[src/aub_pkg.sv]
// Constants and types for the auto-baud measurement unit.
// Assumes a 32-bit Avalon-MM register bus with byte addresses.
package aub_pkg;

  // Register byte addresses
  localparam logic [31:0] AUB_ADDR_CONTROL = 32'h40008020;
  localparam logic [31:0] AUB_ADDR_IRQ = 32'h40008030;
  localparam logic [31:0] AUB_ADDR_DIVISOR = 32'h40008034;

  // Control register fields
  localparam int AUB_CTL_RUN = 0;
  localparam int AUB_CTL_MODE = 1;
  localparam int AUB_CTL_RESTART = 2;
  localparam int AUB_CTL_END_CLR = 8;
  localparam int AUB_CTL_TO_CLR = 9;
  localparam logic [31:0] AUB_CTL_RESET = 32'h00000000;

  // Interrupt enable and flag register fields
  localparam int AUB_IRQ_END_EN = 0;
  localparam int AUB_IRQ_TO_EN = 1;
  localparam int AUB_IRQ_END_FLAG = 8;
  localparam int AUB_IRQ_TO_FLAG = 9;

  // Measurement sizes
  localparam int AUB_CNT_WIDTH = 18;
  localparam int AUB_DIV_WIDTH = 16;
  localparam int AUB_DIV_SHIFT = 4;
  localparam logic [4:0] AUB_START_PULSES = 5'h10;
  localparam logic [15:0] AUB_DIV_RESET = 16'h0000;

  typedef enum logic [1:0] {
    AUB_ST_IDLE = 2'b00,
    AUB_ST_WAIT_FALL = 2'b01,
    AUB_ST_COUNT = 2'b10
  } aub_state_type;

  // Controls toward the receive shift register
  typedef struct packed {
    logic shift_reset;
    logic fast_rate;
    logic bit_clk;
  } aub_rx_ctrl_type;

  // Divisor latch load bundle
  typedef struct packed {
    logic load;
    logic [AUB_DIV_WIDTH-1:0] value;
  } aub_div_type;

endpackage

[src/aub_autobaud.sv]
// Auto-baud measurement unit: times start bit edges on the receive pin,
// loads the divisor latches and raises end and time-out flags.
// Assumes an Avalon-MM master on core_clk and an asynchronous rx_pin.
//
// Decided for this implementation: the Avalon-MM register port.
`timescale 1ns/1ns
module aub_autobaud
  import aub_pkg::*;
(
  input wire logic core_clk,
  input wire logic sys_rst,
  input wire logic [31:0] avs_address,
  input wire logic avs_read,
  input wire logic avs_write,
  input wire logic [31:0] avs_writedata,
  input wire logic [3:0] avs_byteenable,
  output logic [31:0] avs_readdata,
  output logic avs_waitrequest,
  input wire logic rx_pin,
  output aub_div_type divisor,
  output aub_rx_ctrl_type rx_ctrl,
  output logic end_irq_flag,
  output logic timeout_irq_flag
);

  logic sync1;
  logic sync2;
  logic sync3;
  logic rx_level;
  logic rx_fall;
  logic rx_rise;
  logic run;
  logic mode;
  logic restart_on_timeout;
  logic end_irq_enable;
  logic timeout_irq_enable;
  aub_state_type state;
  aub_state_type next_state;
  logic [AUB_CNT_WIDTH-1:0] count;
  logic [AUB_CNT_WIDTH-1:0] next_count;
  logic [4:0] pulse_count;
  logic bus_take;
  logic wr_ctl;
  logic wr_irq;
  logic start_req;
  logic stop_req;
  logic done;
  logic overflow;
  logic timeout_set;
  logic end_set;

  // Three-stage synchroniser, level accepted when stages two and three agree
  always_ff @(posedge core_clk or posedge sys_rst)
  begin
    if (sys_rst)
    begin
      sync1 <= 1'b1;
      sync2 <= 1'b1;
      sync3 <= 1'b1;
    end
    else
    begin
      sync1 <= rx_pin;
      sync2 <= sync1;
      sync3 <= sync2;
    end
  end

  always_ff @(posedge core_clk or posedge sys_rst)
  begin
    if (sys_rst)
    begin
      rx_level <= 1'b1;
    end
    else if (sync2 == sync3)
    begin
      rx_level <= sync3;
    end
  end

  assign rx_fall = (sync2 == sync3) && rx_level && !sync3;
  assign rx_rise = (sync2 == sync3) && !rx_level && sync3;

  // Bus handshake: request taken while waitrequest is high,
  // completed at the edge where waitrequest is seen low
  assign bus_take = (avs_read || avs_write) && avs_waitrequest;
  assign wr_ctl = avs_write && !avs_waitrequest && (avs_address == AUB_ADDR_CONTROL);
  assign wr_irq = avs_write && !avs_waitrequest && (avs_address == AUB_ADDR_IRQ);
  assign start_req = wr_ctl && avs_byteenable[0] && avs_writedata[AUB_CTL_RUN] && !run;
  assign stop_req = wr_ctl && avs_byteenable[0] && !avs_writedata[AUB_CTL_RUN];

  always_ff @(posedge core_clk or posedge sys_rst)
  begin
    if (sys_rst)
    begin
      avs_waitrequest <= 1'b1;
    end
    else
    begin
      avs_waitrequest <= !bus_take;
    end
  end

  always_ff @(posedge core_clk or posedge sys_rst)
  begin
    if (sys_rst)
    begin
      avs_readdata <= 32'h00000000;
    end
    else if (bus_take && avs_read)
    begin
      avs_readdata <= 32'h00000000;
      unique case (avs_address)
        AUB_ADDR_CONTROL:
        begin
          avs_readdata[AUB_CTL_RUN] <= run;
          avs_readdata[AUB_CTL_MODE] <= mode;
          avs_readdata[AUB_CTL_RESTART] <= restart_on_timeout;
        end
        AUB_ADDR_IRQ:
        begin
          avs_readdata[AUB_IRQ_END_EN] <= end_irq_enable;
          avs_readdata[AUB_IRQ_TO_EN] <= timeout_irq_enable;
          avs_readdata[AUB_IRQ_END_FLAG] <= end_irq_flag;
          avs_readdata[AUB_IRQ_TO_FLAG] <= timeout_irq_flag;
        end
        AUB_ADDR_DIVISOR:
        begin
          avs_readdata[AUB_DIV_WIDTH-1:0] <= divisor.value;
        end
        default:
        begin
          avs_readdata <= 32'h00000000;
        end
      endcase
    end
  end

  // Mode and restart settings
  always_ff @(posedge core_clk or posedge sys_rst)
  begin
    if (sys_rst)
    begin
      mode <= AUB_CTL_RESET[AUB_CTL_MODE];
      restart_on_timeout <= AUB_CTL_RESET[AUB_CTL_RESTART];
    end
    else if (wr_ctl && avs_byteenable[0])
    begin
      mode <= avs_writedata[AUB_CTL_MODE];
      restart_on_timeout <= avs_writedata[AUB_CTL_RESTART];
    end
  end

  // Interrupt enables
  always_ff @(posedge core_clk or posedge sys_rst)
  begin
    if (sys_rst)
    begin
      end_irq_enable <= 1'b0;
      timeout_irq_enable <= 1'b0;
    end
    else if (wr_irq && avs_byteenable[0])
    begin
      end_irq_enable <= avs_writedata[AUB_IRQ_END_EN];
      timeout_irq_enable <= avs_writedata[AUB_IRQ_TO_EN];
    end
  end

  // Measurement sequencer
  assign overflow = (state == AUB_ST_COUNT) && (&count);
  assign done = (state == AUB_ST_COUNT) && !overflow
    && (mode ? rx_rise : rx_fall);

  always_comb
  begin
    next_state = state;
    next_count = count;
    if (start_req)
    begin
      next_state = AUB_ST_WAIT_FALL;
      next_count = '0;
    end
    else if (stop_req)
    begin
      next_state = AUB_ST_IDLE;
    end
    else
    begin
      unique case (state)
        AUB_ST_IDLE:
        begin
          next_state = AUB_ST_IDLE;
        end
        AUB_ST_WAIT_FALL:
        begin
          if (rx_fall)
          begin
            next_state = AUB_ST_COUNT;
            next_count = {{(AUB_CNT_WIDTH-1){1'b0}}, 1'b1};
          end
        end
        AUB_ST_COUNT:
        begin
          if (overflow)
          begin
            next_count = '0;
            next_state = restart_on_timeout ? AUB_ST_WAIT_FALL : AUB_ST_IDLE;
          end
          else if (done)
          begin
            next_state = AUB_ST_IDLE;
          end
          else
          begin
            next_count = count + {{(AUB_CNT_WIDTH-1){1'b0}}, 1'b1};
          end
        end
        default:
        begin
          next_state = AUB_ST_IDLE;
        end
      endcase
    end
  end

  always_ff @(posedge core_clk or posedge sys_rst)
  begin
    if (sys_rst)
    begin
      state <= AUB_ST_IDLE;
      count <= '0;
    end
    else
    begin
      state <= next_state;
      count <= next_count;
    end
  end

  // Run bit follows the sequencer; cleared by hardware when finished
  always_ff @(posedge core_clk or posedge sys_rst)
  begin
    if (sys_rst)
    begin
      run <= AUB_CTL_RESET[AUB_CTL_RUN];
    end
    else
    begin
      run <= (next_state != AUB_ST_IDLE);
    end
  end

  // Divisor load on a completed measurement only
  always_ff @(posedge core_clk or posedge sys_rst)
  begin
    if (sys_rst)
    begin
      divisor.load <= 1'b0;
      divisor.value <= AUB_DIV_RESET;
    end
    else
    begin
      divisor.load <= done && !start_req && !stop_req;
      if (done && !start_req && !stop_req)
      begin
        divisor.value <= {2'b00, count[AUB_CNT_WIDTH-1:AUB_DIV_SHIFT]};
      end
    end
  end

  // Shift register controls: reset, fast rate, start-bit pulses
  always_ff @(posedge core_clk or posedge sys_rst)
  begin
    if (sys_rst)
    begin
      rx_ctrl.shift_reset <= 1'b0;
      rx_ctrl.fast_rate <= 1'b0;
      rx_ctrl.bit_clk <= 1'b0;
    end
    else
    begin
      rx_ctrl.shift_reset <= start_req;
      rx_ctrl.fast_rate <= (next_state != AUB_ST_IDLE);
      rx_ctrl.bit_clk <= (next_state == AUB_ST_COUNT)
        && (pulse_count != AUB_START_PULSES);
    end
  end

  // Start-bit pulse counter
  always_ff @(posedge core_clk or posedge sys_rst)
  begin
    if (sys_rst)
    begin
      pulse_count <= 5'h00;
    end
    else if (next_state != AUB_ST_COUNT)
    begin
      pulse_count <= 5'h00;
    end
    else if (pulse_count != AUB_START_PULSES)
    begin
      pulse_count <= pulse_count + 5'h01;
    end
  end

  // Sticky flags; a set in the clearing cycle wins
  assign timeout_set = overflow && !start_req && !stop_req && timeout_irq_enable;
  assign end_set = divisor.load && end_irq_enable;

  always_ff @(posedge core_clk or posedge sys_rst)
  begin
    if (sys_rst)
    begin
      end_irq_flag <= 1'b0;
    end
    else if (end_set)
    begin
      end_irq_flag <= 1'b1;
    end
    else if (wr_ctl && avs_byteenable[1] && avs_writedata[AUB_CTL_END_CLR])
    begin
      end_irq_flag <= 1'b0;
    end
  end

  always_ff @(posedge core_clk or posedge sys_rst)
  begin
    if (sys_rst)
    begin
      timeout_irq_flag <= 1'b0;
    end
    else if (timeout_set)
    begin
      timeout_irq_flag <= 1'b1;
    end
    else if (wr_ctl && avs_byteenable[1] && avs_writedata[AUB_CTL_TO_CLR])
    begin
      timeout_irq_flag <= 1'b0;
    end
  end

endmodule

[config.mk]
export PLATFORM = sky130hd
export DESIGN_NAME = aub_autobaud
export DESIGN_NICKNAME = d
export VERILOG_FILES = /design/src/aub_pkg.sv /design/src/aub_autobaud.sv
export SDC_FILE = /design/constraint.sdc
export NUM_CORES = 1
export LEC_CHECK = 0
export ABC_AREA = 1
export BUFFER_PORTS_ARGS = -buffer_cell sky130_fd_sc_hd__buf_2
export CAP_MARGIN = 20
export CELL_PAD_IN_SITES_DETAIL_PLACEMENT = 1
export CELL_PAD_IN_SITES_GLOBAL_PLACEMENT = 1
export CORE_UTILIZATION = 35
export DETAILED_ROUTE_END_ITERATION = 12
export MAX_ROUTING_LAYER = met4
export PLACE_DENSITY = 0.82
export SLEW_MARGIN = 10
export SYNTH_ARGS = -nofsm -noshare
export SYNTH_HDL_FRONTEND = slang
export SYNTH_SLANG_ARGS = --single-unit
[constraint.sdc]
create_clock -name core_clk -period 2.3 [get_ports core_clk]
set_input_delay 0.345 -clock core_clk [delete_from_list [all_inputs] [get_ports core_clk]]
set_output_delay 0.345 -clock core_clk [all_outputs]
set_load 0.01 [all_outputs]
==> metrics.csv <==
metric;value;unit
finalMaxSlewViolations;0;
drtIter0Drc;129;
max-cap-violations;0;
path_class;reg -> reg;
fin_tns_setup;0;ns
synth_most_common_cell;nand2_1;
period_share;90.7;%
syn_to_final_growth;19.8;%
pwr-share-comb;5.8;%
final_antenna_net_count;0;
power_frac_seq;44.3;%
finalWirelength;11200;µm
netlist.area_leader.share;39.1;%
yosys.area.top_type;dfrtp_1;
critPathLaunchType;flop;
clockPowerShare;49.9;%
grt_pass1_vias;3945;
dp.final_hpwl;8540;µm
worst_slew_pin_slew;0.682;ns
rows;38;
endpoint_kind;flop;
power_density;574;nW/µm²
finish.net_count;687;
cpPeakStageDelay;0.41;ns
avgSynthCellArea;7.72;µm²
cts_max_level;3;
fmax;0.480;GHz
num_io_pins;128;
synth.cells.most_frequent;nand2_1, dfrtp_1, inv_1;
ys_top_cells_by_area;dfrtp_1, nand2_1, inv_1, nand3_1, buf_4;
clkTransAtPathRegs;0.05;ns
nFillCells;1362;
clk_latency;0.34;ns
ctsRootBufferMaster;clkbuf_16;
via_per_inst;4.84;
track_usage;21.1;%
rsz0062_at_grt;false;
grt_overflow;0;
route.detailed.drc;0;
cts_buffer_depth;2;
design.core.area;11000;µm²
die_y;109;µm
cp_num_buf_inv;2;
power;2.77;mW
cp_cell_sequence;ha_1 > nand2_1 > nor2_4 > nand2_2 > nor2_4 > nand2_2 > inv_2 > nor2_2 > nand3_4 > nand2_4 > inv_6 > nand2_2 > nand2_1;
synth_cell_type_count;41;
clock_skew;0.00887;ns
crit_arrival;2.30;ns
yosys_warnings;0;
io_buffers;78;
required;2.51;ns
yosysSeqAreaShare;42.4;%
hp-class;in -> reg;
cts_hold_buf;0;
drive_gt1_share;25.8;%
power_switching;0.637;mW
antenna_cells;0;
whs;0.113;ns
synth-async-reset-ratio;100;%
grt_max_degree;39;
cpMostUsedCell;nand2_2;
hold_violations;0;
fin_crit;2.09;ns
p_leak;2.48;nW
synth_area;4030;µm²
grt_pass1_wl;18600;µm
firstDrtPassIters;4;
cts_tree;done;
switching_share;23.0;%
cts-resized-gates;0;
critPathTopFamily;simple AND/OR/NAND/NOR gates;
cts_setup_buffers;0;
cts_buffers;9;
floorplan.die_area;11900;µm²
relSlewSlack;54.5;%
routed-via-count;3641;
synth_edf_count;0;
status;completed;
antenna_found_initial;0;
ys_seq_elements;68;
ir_worst_vdd;415;µV
cp_max_fo;21;
place.gp.congestion;0.907;
synth_flop_cell;dfrtp_1;
clock_sinks;68;
intPower;2.13;mW
drt-wirelength-per-cell;14.9;µm
reg2reg_slack;0.21;ns
die_w;109;µm
synthCells;522;
setup_violations;0;
floorplan.initialDensity;36.5;%
critPathSlowestCell;dfrtp_1;
==> area by class of cell <==
cell class / count / area (µm²) / share of cell area (%)
repair buffers: 90 / 505 / 10.5
clock inverters: 4 / 50.0 / 1.04
flip-flops and latches: 68 / 1710 / 35.4
inverters: 66 / 253 / 5.24
well taps: 140 / 175 / 3.63
clock buffers: 11 / 243 / 5.03
multi-input cells: 374 / 1890 / 39.2
==> power by group through the flow <==
stage	combinational, mW	sequential, mW	clock, mW
3_5_place_dp	0.164	1.25	0
6_report	0.162	1.23	1.38
5_1_grt	0.184	1.23	1.46
4_1_cts	0.164	1.23	1.41
3_3_place_gp	0.155	1.25	0
2_1_floorplan	0.107	1.25	0
==> routing by layer <==
metal,routed length [µm],vias up,track usage (%)
met1,4790,1770,23.4
met4,141,0,5.52
met3,402,13,4.30
met5,0,-,-
li1,-,1788,-
met2,5870,70,38.3
==> sequential cells by signal, indices dropped and copies added (netlist names), 2 cells and up <==
signal	flops
avs_readdata	14
count	18
divisor	15
pulse_count	5
rx_ctrl	3
state	2
==> cells in the final DEF, fill, tap and decap left out, types with 2 or more instances in the layout <==
cell        count
inv_2           6
nor3_1         18
xor2_1          7
buf_12          2
o21ai_0        10
nor2_4          7
nand3_1        36
nor2_1         44
nand2_2        15
buf_2          78
buf_4          10
o31ai_1         9
nand2_4         4
ha_1            5
conb_1         20
nor2_2          8
a21oi_1         2
inv_1          59
o211ai_1        2
o21a_1          2
nand4_1        15
clkinvlp_4      2
or2_2           3
nand2_1       140
dfstp_2         5
dfrtp_1        63
clkbuf_16       9
o21ai_1        15
==> final timing paths <==
path,start,to,cells after the start
max in group asynchronous,sys_rst,state[0]$_DFF_PP0_,3
hold reg to reg,sync1$_DFF_PP1_,sync2$_DFF_PP1_,0
setup / recovery,count[1]$_DFFE_PP0P_,count[16]$_DFFE_PP0P_,13
min in group asynchronous,sys_rst,divisor[8]$_DFFE_PP0P_,2
setup reg to reg,count[1]$_DFFE_PP0P_,count[16]$_DFFE_PP0P_,13
hold / removal,rx_pin,sync1$_DFF_PP1_,1
==> metrics by stage <==
step                utilization, %  instances  setup slack (ns)  area, µm²
finish                        43.7        753             0.215       4820
global placement              41.1        738             0.279       4530
CTS                           43.7        753             0.186       4820
global route                  43.7        753            0.0213       4820
floorplan                        -        541             0.252       4100
detailed placement            41.1        738             0.200       4530
==> kinds of logic (layout without fill, tap and decap cells) <==
logic type      count (synthesis)  after routing  synth area share, %
simple gates                  298            298                 35.4
buf+inv                        99            171                 12.5
flops                          68             68                 42.4
compound gates                 43             43                 6.34
xor+xnor                        8              8                 1.74
fa+ha+maj                       5              5                 1.55
other cells                     1             20               0.0931
Power figures use the tool's default switching activity.
